==> src/shared/uoy_pkg.sv <==
// Constants, carrier types and helpers for the OUT endpoint Y-buffer descriptor block.
// Assumes one 125 MHz clock domain shared by the register port and the packet engine.
package uoy_pkg;

   // ---------------------------------------------------------------
   // Register map
   // ---------------------------------------------------------------
   localparam int REG_ADDR_W = 5;
   localparam int EP_COUNT = 3;
   localparam logic [2:0] OFS_Y_START = 3'h5;
   localparam logic [2:0] OFS_Y_COUNT = 3'h6;
   localparam logic [2:0] OFS_CAPACITY = 3'h7;
   localparam int EP_FIELD_LSB = 3;
   localparam int NAK_BIT = 7;
   localparam logic [7:0] RST_START = 8'h00;
   localparam logic [6:0] RST_COUNT = 7'h00;
   localparam logic RST_NAK = 1'b0;
   localparam logic [6:0] RST_SIZE = 7'h00;

   // ---------------------------------------------------------------
   // Shared buffer geometry
   // ---------------------------------------------------------------
   localparam int BUF_ADDR_W = 11;
   localparam int ADDR_PAD_W = 3;
   localparam logic [6:0] MAX_BYTES = 7'h40;

   typedef struct packed
   {
      logic [7:0] start;
      logic nak;
      logic [6:0] count;
      logic [6:0] size;
   } uoy_ep_cfg_t;

   typedef struct packed
   {
      logic [10:0] addr;
      logic [7:0] data;
   } uoy_ram_wr_t;

   typedef enum logic [1:0]
   {
      UOY_IDLE = 2'b00,
      UOY_RECV = 2'b01,
      UOY_DRAIN = 2'b11
   } uoy_state_t;

   // Start field is address bits 10..3; the low three bits are always zero.
   function automatic logic [10:0] uoy_buf_addr(input logic [7:0] start, input logic [6:0] ofs);
      logic [10:0] base;
      base = {start, 3'h0};
      return 11'(base + {4'h0, ofs});
   endfunction : uoy_buf_addr

   // Codes above 64 are illegal; clamping keeps a bad setting from running past 64 bytes.
   function automatic logic [6:0] uoy_capacity(input logic [6:0] size);
      return (size > MAX_BYTES) ? MAX_BYTES : size;
   endfunction : uoy_capacity

endpackage : uoy_pkg

==> src/hw/uoy_out_desc.sv <==
// Contract
// - Start address is field with three zero LSBs.
// - Each Y-buffer transaction starts at programmed address.
// - Hardware never modifies the start address field.
// - Count field holds bytes directly, up to 64.
// - Busy flag set means NAK host OUT.
// - One size field caps both buffers; bit7 zero.
//
// Top of the OUT endpoint Y-buffer descriptor block for endpoints 1 to 3.
// Assumes a packet engine on the same clock that frames each OUT data packet.
module uoy_out_desc
(
   input wire logic clk,
   input wire logic rst_n,
   input wire logic [4:0] reg_addr,
   input wire logic [7:0] reg_wdata,
   input wire logic reg_wr,
   input wire logic reg_rd,
   output logic [7:0] reg_rdata,
   input wire logic pkt_start,
   input wire logic [1:0] pkt_ep,
   input wire logic pkt_byte_valid,
   input wire logic [7:0] pkt_byte,
   input wire logic pkt_end,
   input wire logic pkt_abort,
   output logic hs_ack,
   output logic hs_nak,
   output logic ram_wr_en,
   output uoy_pkg::uoy_ram_wr_t ram_wr,
   output logic [2:0] ep_full
);

   // ---------------------------------------------------------------
   // Address decode
   // ---------------------------------------------------------------
   function automatic logic [2:0] uoy_ep_hit(input logic [4:0] addr, input logic [2:0] ofs);
      logic [2:0] hit;
      hit = 3'h0;
      for (int i = 0; i < uoy_pkg::EP_COUNT; i++)
      begin
         hit[i] = (addr[4:uoy_pkg::EP_FIELD_LSB] == 2'(i + 1)) && (addr[2:0] == ofs);
      end
      return hit;
   endfunction : uoy_ep_hit

   logic [2:0] hit_start;
   logic [2:0] hit_count;
   logic [2:0] hit_size;
   logic [2:0] commit_ep;
   logic [6:0] commit_count;
   logic [2:0] wr_start_ep;
   logic [2:0] wr_count_ep;
   logic [2:0] wr_size_ep;
   uoy_pkg::uoy_ep_cfg_t cfg [uoy_pkg::EP_COUNT];

   always_comb
   begin
      hit_start = uoy_ep_hit(reg_addr, uoy_pkg::OFS_Y_START);
      hit_count = uoy_ep_hit(reg_addr, uoy_pkg::OFS_Y_COUNT);
      hit_size = uoy_ep_hit(reg_addr, uoy_pkg::OFS_CAPACITY);
   end

   // ---------------------------------------------------------------
   // Write strobes per endpoint
   // ---------------------------------------------------------------
   always_comb
   begin
      wr_start_ep = reg_wr ? hit_start : 3'h0;
      wr_count_ep = reg_wr ? hit_count : 3'h0;
      wr_size_ep = reg_wr ? hit_size : 3'h0;
   end

   // ---------------------------------------------------------------
   // Per-endpoint descriptor registers
   // ---------------------------------------------------------------
   // The start field has no hardware write path at all, so a finished
   // transaction cannot disturb it.
   generate
      for (genvar g = 0; g < uoy_pkg::EP_COUNT; g++)
      begin : g_ep
         uoy_ep_regs u_regs
         (
            .clk(clk),
            .rst_n(rst_n),
            .wr_start(wr_start_ep[g]),
            .wr_count(wr_count_ep[g]),
            .wr_size(wr_size_ep[g]),
            .wdata(reg_wdata),
            .commit(commit_ep[g]),
            .commit_count(commit_count),
            .cfg(cfg[g])
         );
      end
   endgenerate

   // One process drives every busy bit, so the output has a single driver.
   always_comb
   begin
      for (int i = 0; i < uoy_pkg::EP_COUNT; i++)
      begin
         ep_full[i] = cfg[i].nak;
      end
   end

   // ---------------------------------------------------------------
   // Register read-back
   // ---------------------------------------------------------------
   // Reserved bits and unmapped offsets read back as zero.
   function automatic logic [7:0] uoy_read_value(input uoy_pkg::uoy_ep_cfg_t c,
      input logic [2:0] ofs);
      logic [7:0] value;
      value = 8'h00;
      case (ofs)
         uoy_pkg::OFS_Y_START:
         begin
            value = c.start;
         end
         uoy_pkg::OFS_Y_COUNT:
         begin
            value = {c.nak, c.count};
         end
         uoy_pkg::OFS_CAPACITY:
         begin
            value = {1'b0, c.size};
         end
         default:
         begin
            value = 8'h00;
         end
      endcase
      return value;
   endfunction : uoy_read_value

   logic [7:0] next_rdata;

   always_comb
   begin
      next_rdata = 8'h00;
      if (reg_rd)
      begin
         for (int i = 0; i < uoy_pkg::EP_COUNT; i++)
         begin
            if (hit_start[i] || hit_count[i] || hit_size[i])
            begin
               next_rdata = uoy_read_value(cfg[i], reg_addr[2:0]);
            end
         end
      end
   end

   always_ff @(posedge clk or negedge rst_n)
   begin
      if (!rst_n)
      begin
         reg_rdata <= 8'h00;
      end
      else
      begin
         reg_rdata <= next_rdata;
      end
   end

   // ---------------------------------------------------------------
   // Packet reception
   // ---------------------------------------------------------------
   uoy_pkg::uoy_state_t state;
   uoy_pkg::uoy_state_t next_state;
   logic [1:0] cur_ep;
   logic [1:0] next_cur_ep;
   logic [6:0] ofs;
   logic [6:0] next_ofs;
   logic ovf;
   logic next_ovf;
   logic next_hs_ack;
   logic next_hs_nak;
   logic ram_req;
   uoy_pkg::uoy_ram_wr_t ram_req_wr;
   logic [1:0] start_idx;
   uoy_pkg::uoy_ep_cfg_t cur_cfg;
   logic [3:0] busy_map;

   always_comb
   begin
      start_idx = 2'(pkt_ep - 2'h1);
      cur_cfg = cfg[cur_ep];
      // Endpoint 0 has no buffer, so it always looks busy and is refused.
      busy_map = {ep_full, 1'b1};
   end

   always_comb
   begin
      next_state = state;
      next_cur_ep = cur_ep;
      next_ofs = ofs;
      next_ovf = ovf;
      next_hs_ack = 1'b0;
      next_hs_nak = 1'b0;
      commit_ep = 3'h0;
      commit_count = ofs;
      ram_req = 1'b0;
      ram_req_wr = '{addr: uoy_pkg::uoy_buf_addr(cur_cfg.start, ofs), data: pkt_byte};
      unique case (state)
         uoy_pkg::UOY_IDLE:
         begin
            if (pkt_start)
            begin
               if (busy_map[pkt_ep])
               begin
                  // A full buffer refuses the whole packet.
                  next_hs_nak = 1'b1;
                  next_state = uoy_pkg::UOY_DRAIN;
               end
               else
               begin
                  next_cur_ep = start_idx;
                  next_ofs = 7'h00;
                  next_ovf = 1'b0;
                  next_state = uoy_pkg::UOY_RECV;
               end
            end
         end
         uoy_pkg::UOY_RECV:
         begin
            if (pkt_abort)
            begin
               next_state = uoy_pkg::UOY_IDLE;
            end
            else if (pkt_end)
            begin
               // Software may have set the flag by hand mid-packet; honour it.
               if (!ovf && !cur_cfg.nak)
               begin
                  commit_ep[cur_ep] = 1'b1;
                  next_hs_ack = 1'b1;
               end
               else
               begin
                  next_hs_nak = 1'b1;
               end
               next_state = uoy_pkg::UOY_IDLE;
            end
            else if (pkt_byte_valid)
            begin
               if (ofs < uoy_pkg::uoy_capacity(cur_cfg.size))
               begin
                  ram_req = 1'b1;
                  next_ofs = 7'(ofs + 7'h01);
               end
               else
               begin
                  next_ovf = 1'b1;
               end
            end
         end
         uoy_pkg::UOY_DRAIN:
         begin
            if (pkt_end || pkt_abort)
            begin
               next_state = uoy_pkg::UOY_IDLE;
            end
         end
         default:
         begin
            next_state = uoy_pkg::UOY_IDLE;
         end
      endcase
   end

   always_ff @(posedge clk or negedge rst_n)
   begin
      if (!rst_n)
      begin
         state <= uoy_pkg::UOY_IDLE;
         cur_ep <= 2'h0;
         ofs <= 7'h00;
         ovf <= 1'b0;
         hs_ack <= 1'b0;
         hs_nak <= 1'b0;
      end
      else
      begin
         state <= next_state;
         cur_ep <= next_cur_ep;
         ofs <= next_ofs;
         ovf <= next_ovf;
         hs_ack <= next_hs_ack;
         hs_nak <= next_hs_nak;
      end
   end

   // ---------------------------------------------------------------
   // Shared RAM write stage
   // ---------------------------------------------------------------
   uoy_ram_port u_ram_port
   (
      .clk(clk),
      .rst_n(rst_n),
      .req(ram_req),
      .req_wr(ram_req_wr),
      .wr_en(ram_wr_en),
      .wr(ram_wr)
   );

endmodule : uoy_out_desc

==> src/hw/uoy_ep_regs.sv <==
// One endpoint's Y-buffer start, Y byte count with busy flag, and shared buffer size.
// Assumes write strobes are one cycle and already decoded for this endpoint.
module uoy_ep_regs
(
   input wire logic clk,
   input wire logic rst_n,
   input wire logic wr_start,
   input wire logic wr_count,
   input wire logic wr_size,
   input wire logic [7:0] wdata,
   input wire logic commit,
   input wire logic [6:0] commit_count,
   output uoy_pkg::uoy_ep_cfg_t cfg
);

   uoy_pkg::uoy_ep_cfg_t next_cfg;

   // ---------------------------------------------------------------
   // Next values
   // ---------------------------------------------------------------
   always_comb
   begin
      next_cfg = cfg;
      if (wr_start)
      begin
         next_cfg.start = wdata;
      end
      if (wr_size)
      begin
         next_cfg.size = wdata[6:0];
      end
      // The packet engine's update wins over a software write in the same cycle.
      if (commit)
      begin
         next_cfg.count = commit_count;
         next_cfg.nak = 1'b1;
      end
      else if (wr_count)
      begin
         next_cfg.count = wdata[6:0];
         next_cfg.nak = wdata[uoy_pkg::NAK_BIT];
      end
   end

   always_ff @(posedge clk or negedge rst_n)
   begin
      if (!rst_n)
      begin
         cfg <= '{start: uoy_pkg::RST_START, nak: uoy_pkg::RST_NAK,
                  count: uoy_pkg::RST_COUNT, size: uoy_pkg::RST_SIZE};
      end
      else
      begin
         cfg <= next_cfg;
      end
   end

endmodule : uoy_ep_regs

==> src/hw/uoy_ram_port.sv <==
// Output stage toward the shared buffer RAM: registers one byte write per request.
// Assumes the RAM takes a write on every cycle in which the enable is high.
module uoy_ram_port
(
   input wire logic clk,
   input wire logic rst_n,
   input wire logic req,
   input uoy_pkg::uoy_ram_wr_t req_wr,
   output logic wr_en,
   output uoy_pkg::uoy_ram_wr_t wr
);

   logic next_wr_en;
   uoy_pkg::uoy_ram_wr_t next_wr;

   always_comb
   begin
      next_wr_en = req;
      next_wr = req ? req_wr : wr;
   end

   always_ff @(posedge clk or negedge rst_n)
   begin
      if (!rst_n)
      begin
         wr_en <= 1'b0;
         wr <= '0;
      end
      else
      begin
         wr_en <= next_wr_en;
         wr <= next_wr;
      end
   end

endmodule : uoy_ram_port

==> config.mk <==
export PLATFORM = sky130hd
export DESIGN_NAME = uoy_out_desc
export DESIGN_NICKNAME = d
export VERILOG_FILES = /design/src/shared/uoy_pkg.sv /design/src/hw/uoy_out_desc.sv /design/src/hw/uoy_ep_regs.sv /design/src/hw/uoy_ram_port.sv
export SDC_FILE = /design/constraint.sdc
export NUM_CORES = 1
export LEC_CHECK = 0
export BUFFER_PORTS_ARGS = -buffer_cell sky130_fd_sc_hd__clkbuf_2
export CAP_MARGIN = 10
export CORE_MARGIN = 2
export CORE_UTILIZATION = 35
export CTS_CLUSTER_SIZE = 12
export DETAILED_ROUTE_END_ITERATION = 8
export MAX_ROUTING_LAYER = met4
export PLACE_DENSITY = 0.62
export SLEW_MARGIN = 25
export SYNTH_ARGS = -nofsm -noshare
export SYNTH_HDL_FRONTEND = slang
export SYNTH_SLANG_ARGS = --single-unit
export TNS_END_PERCENT = 10
==> constraint.sdc <==
create_clock -name clk -period 7 [get_ports clk]
set_input_delay 0.35 -clock clk [delete_from_list [all_inputs] [get_ports clk]]
set_output_delay 0.35 -clock clk [all_outputs]
set_load 0.01 [all_outputs]
; ---- Word level (Yosys, flattened, before mapping)
; Index checks and enable logic that the tools add are counted.
[word_totals]
in_bits = 31
register_bits = 111
wordCells = 142
[classes]
reduce_logical = 29
n_bitwise = 2
n_addsub = 3
n_lt_le_gt_ge = 6
mux = 63
eq_ne = 17
[ops]
columns = cell, n
row1 = $mux 8, 10
row2 = $pmux 8 s3, 3
row3 = $mux 7, 7
row4 = $bmux 23 s2, 1
row5 = $mux 23, 2
row6 = $mux 1, 22
row7 = $mux 3, 7
row8 = $ne 2x2->1 const B, 8
row9 = $pmux 7 s2, 1
row10 = $reduce_and 7->1, 2
row11 = $add 11x7->11, 1
row12 = $logic_and 1x1->1, 11
row13 = $mux 2, 5
row14 = $eq 3x3->1 const B, 3
row15 = $reduce_bool 2->1, 4
row16 = $add 7x1->7 const B, 1
row17 = $gt 7x7->1 const B, 1
row18 = $logic_or 1x1->1, 7
row19 = $lt 7x7->1, 1
row20 = $eq 2x2->1 const B, 3
row21 = $lt 2x3->1 const B, 2
row22 = $pmux 2 s3, 1
row23 = $reduce_and 3->1, 2
row24 = $eq 2x1->1 const B, 2
row25 = 11 further kinds, 13

; ---- Logic depth before layout (Yosys ltp)
[depth]
word_depth = 12
depth_mapped = 15

; ---- By module
; A second synthesis with hierarchy kept.
[hier_totals]
hier_cells = 540
hier_area_um2 = 6084.6
[by_module_without_submodules]
columns = module, area_each_um2, n_inst, cells_each
row1 = uoy_ep_regs, 934.6, 3, 65
row2 = uoy_out_desc, 2497.4, 1, 304
row3 = uoy_ram_port, 783.3, 1, 41

; ---- Least setup slack after synthesis
; No wires, ideal clock.
[synth_path]
kind = flip-flop to flip-flop
start = reg cur_ep[1]
end = reg u_ram_port.wr[0] (netlist bit)
path_stages_with_launch = 14
arrival_ps = 3135
synth_period_minus_slack_ps = 3260
setup_ps = 125
slack_ps = 3740
cell_sequence = dfrtp_1 > buf_4 > and2b_1 > buf_4 > clkbuf_1 > a21oi_1 > nand2_1 > ha_1 > a211o_1 > o31ai_2 > nand3_2 > inv_2 > buf_4 > mux2_2
[synth_via]
elab_chain_cells = 12
[synth_rtl]
columns = item, line_no
row1 = from (decl), uoy_out_desc.sv:168  ; logic [1:0] cur_ep;
row2 = from (signal assigned), uoy_out_desc.sv:283  ; cur_ep <= next_cur_ep;
row3 = $not 2->3 (implied by the code) *, uoy_out_desc.sv:185  ; cur_cfg = cfg[cur_ep];
row4 = $bmux 23 s2 *, uoy_out_desc.sv:185
row5 = $mux 23 (implied by the code) * (2 in a row), uoy_out_desc.sv:185
row6 = $gt 7x7->1, uoy_pkg.sv:57  ; return (size > MAX_BYTES) ? MAX_BYTES : size;
row7 = $mux 7 *, uoy_pkg.sv:57
row8 = $lt 7x7->1 *, uoy_out_desc.sv:244  ; if (ofs < uoy_pkg::uoy_capacity(cur_cfg.size))
row9 = $mux 1 *, uoy_out_desc.sv:244
row10 = $mux 1 *, uoy_out_desc.sv:242  ; else if (pkt_byte_valid)
row11 = $mux 1 *, uoy_out_desc.sv:228  ; else if (pkt_end)
row12 = $mux 1 *, uoy_out_desc.sv:224  ; if (pkt_abort)
row13 = $mux 1 *, uoy_out_desc.sv:202  ; unique case (state)
row14 = to (signal assigned), uoy_ram_port.sv:32  ; wr <= next_wr;
row15 = to (decl), uoy_ram_port.sv:10  ; output uoy_pkg::uoy_ram_wr_t wr
; Mark *: on every way between the ends. The rest lies on a longest branch, timed or not. The select of a mux whose other input is x is not followed.
; A chain may end at the register's enable or synchronous reset.

; ---- Worst setup path in the final report
[layout_path]
start = reg cur_ep[1]
end = reg u_ram_port.wr[4] (netlist bit)
; Same word-level chain as after synthesis.

==> reports/qor.yml <==
outcome: "completed"
dpl_cell_area_um2: 6500
yosys.area.top_type_share: 0.463
reg2reg_from: "cur_ep[1]$_DFFE_PN0P_"
place.gp.congestion: 0.824
crit_required_ps: 7240
synth_cells: 526
grtUsageTotal: 0.189
yosysTopAreaCell: "dfrtp_1"
die_w_um: 135
avgRoutedWirePerCell_um: 19.5
crit_path_max_fanout: 21
die_h_um: 135
drt-met1-wl_um: 7090
syn_area_um2: 6000
avgSynthCellArea_um2: 11.4
cts_sinks: 111
drv_slew: 0
coreArea_um2: 16700
drive_above_1_share: 0.343
fin_nets: 619
diodes: 0
fin_util: 0.414
drt_iter0_markers: 341
dp_hpwl_um: 10900
synth-seq-area-share: 0.463
crit_start: "cur_ep[1]$_DFFE_PN0P_"
wl_met3_um: 954
crit_type: "register to register"
path_clk_slew_ps: 70
cts_tree: "done"
cts_inserted_buffers: 9
topRoutingLayerUsed: "met4"
power.density_nw_per_um2: 335
critPathArrivalTime_ps: 4020
syn-num-nets: 569
ctsHtreeMaxLevel: 3
ys_warn_count: 0
start_kind: "register"
final-hold-violation-count: 0
viasPerCell: 5.49
worst_pin_slew_ps: 1060
via_count: 4400
cp-end-kind: "register"
setup_tns_ps: 0
globalRoute.totalOverflow: 0
finalInstanceArea_um2: 6910
start_util: 0.360
setup_viol: 0
detail-route-antenna-nets: 0
ys_ff_latch: 111
async_reset_ff_frac: 1.00
p_leak_nw: 3.02
dr.pass1.iters: 5
wl_met2_um: 7320
root_buffer: "clkbuf_16"
post-route-period-util: 0.541
grt_max_degree: 72
hold_path.class: "input pin to register"
synth_area_leaders: "dfrtp_1, mux2_2, mux2i_1, nand2_1, o21ai_0"
cap_viol_max_count: 0
clock_path_buffers: 2
peakVddDrop_v: 0.000215
finalCriticalPeriod_ps: 3780
finClkSkew_ps: 9.91
rsz0062_at_grt: "no"
io_buffers: 63
synth_cell_types: 61
insertion_delay_ps: 360
remaining_drc_errors: 0
nFillCells: 1628
drt_wl_total_um: 15700
area_growth_syn_to_layout_pct: 15.0
grt_antenna_before_repair: 0
cts_setup_buffers: 0
grt_first_pass_wirelength_um: 25700
grt_pass1_vias: 4565
ioPinCount: 64
worstHoldStart: "reg_rd"
fmax_mhz: 264
dieArea_um2: 18200
synthFlopType: "dfrtp_1"
relSlewSlack: 0.290
rows: 47
synth_edf_count: 0
[Yosys cell counts, drive strengths merged, types with 2 or more instances]
library cell and number:
nand3b 2, a22o 9, a221o 4, nand3 7, nand2 48, nand4 3, inv 11, nor4b 2
o31ai 3, ha 11, a211oi 4, buf 15, clkbuf 16, a221oi 9, xnor2 5, nor3b 3
o211ai 4, nor2b 8, mux2 88, a21o 2, nor3 7, o2bb2ai 3, dfrtp 111, or2 3
nor4 4, o21ai 34, and2b 2, a21oi 12, mux2i 37, nor2 23, a22oi 17, a211o 5
[flip-flops by register name (all words and copies together) (netlist names)]
signal / cells
commit_count: 7
cur_ep: 2
g_ep.u_regs.cfg: 69
hs_ack: 1
hs_nak: 1
ovf: 1
reg_rdata: 8
state: 2
u_ram_port.wr: 19
u_ram_port.wr_en: 1
[worst paths after layout]
kind	end	slack, ps	cells after the start
hold reg to reg	u_ram_port.wr[9]$_DFFE_PN0P_	510	1
setup / recovery	u_ram_port.wr[4]$_DFFE_PN0P_	3220	9
setup reg to reg	u_ram_port.wr[4]$_DFFE_PN0P_	3220	9
hold / removal	reg_rdata[7]$_DFF_PN0_	210	3
min in group asynchronous	u_ram_port.wr[5]$_DFFE_PN0P_	510	2
max in group asynchronous	g_ep[0].u_regs.cfg[21]$_DFFE_PN0P_	5170	3
[where the power goes]
group,switching (mW),total (mW),internal [mW]
clock network,0.237,0.668,0.431
logic,0.375,0.695,0.320
registers,0.146,0.949,0.803
total,0.758,2.31,1.55
[cell families (layout without fill, tap and decap cells)]
logic type,after synthesis,in the layout,synth area share
multiplexers,125,125,0.227
AND/OR/NAND/NOR,118,118,0.110
AO/OA/AOI/OAI,113,113,0.134
flip-flops,111,111,0.463
buffers and inverters,42,97,0.0333
adder cells (fa/ha/maj),12,12,0.0263
XOR/XNOR,5,5,0.00729
[layer usage]
layer,track usage,up-vias
met4,0.0475,0
met3,0.0484,21
met5,-,-
li1,-,2037
met1,0.247,2198
met2,0.294,144
[layout make-up]
type | instances | area (um2) | area share
Inverter | 11 | 41.3 | 0.00598
Clock buffer | 10 | 239 | 0.0346
Sequential cell | 111 | 2780 | 0.402
Multi-Input combinational cell | 373 | 3050 | 0.441
Clock inverter | 6 | 155 | 0.0225
Timing Repair Buffer | 70 | 373 | 0.0540
Tap cell | 220 | 275 | 0.0399
[placed cells by master, fill, tap and decap left out, drive strengths merged, types with 7 or more instances in the layout]
| cell type | instances |
|---|---|
| nor3 | 7 |
| a22oi | 17 |
| a22o | 9 |
| dfrtp | 111 |
| a221oi | 9 |
| ha | 11 |
| nor2 | 23 |
| a21oi | 12 |
| mux2 | 88 |
| clkbuf | 72 |
| mux2i | 37 |
| inv | 11 |
| nand3 | 7 |
| o21ai | 34 |
| nand2 | 48 |
| nor2b | 8 |
| buf | 7 |
[stage by stage]
step           power [mW]  hold WS [ps]  instances  setup WS [ps]
5_1_grt              2.45           210        801           2940
6_report             2.31           213        801           3220
3_5_place_dp         1.65           365        784           3210
4_1_cts              2.33           206        801           3200
2_1_floorplan        1.43          54.4        526           3740
3_3_place_gp         1.62           358        784           3400
[worst max-delay path, stage by stage, from the launching register on]
cell	delay, ps
dfrtp_1	610
and2b_1	450
a21oi_1	430
nand2_1	110
ha_1	310
a211o_1	350
o31ai_2	370
nand3_2	230
inv_2	400
mux2_2	390
[repair_timing]
item / 4_1_cts / 5_1_grt
hold buffers: 1 / 0
endpoints found under the hold margin: 40 / 0
setup endpoints to repair: 0 / 0
resized for setup: 0 / 0
No activity file was read; power rests on OpenSTA's default activity.
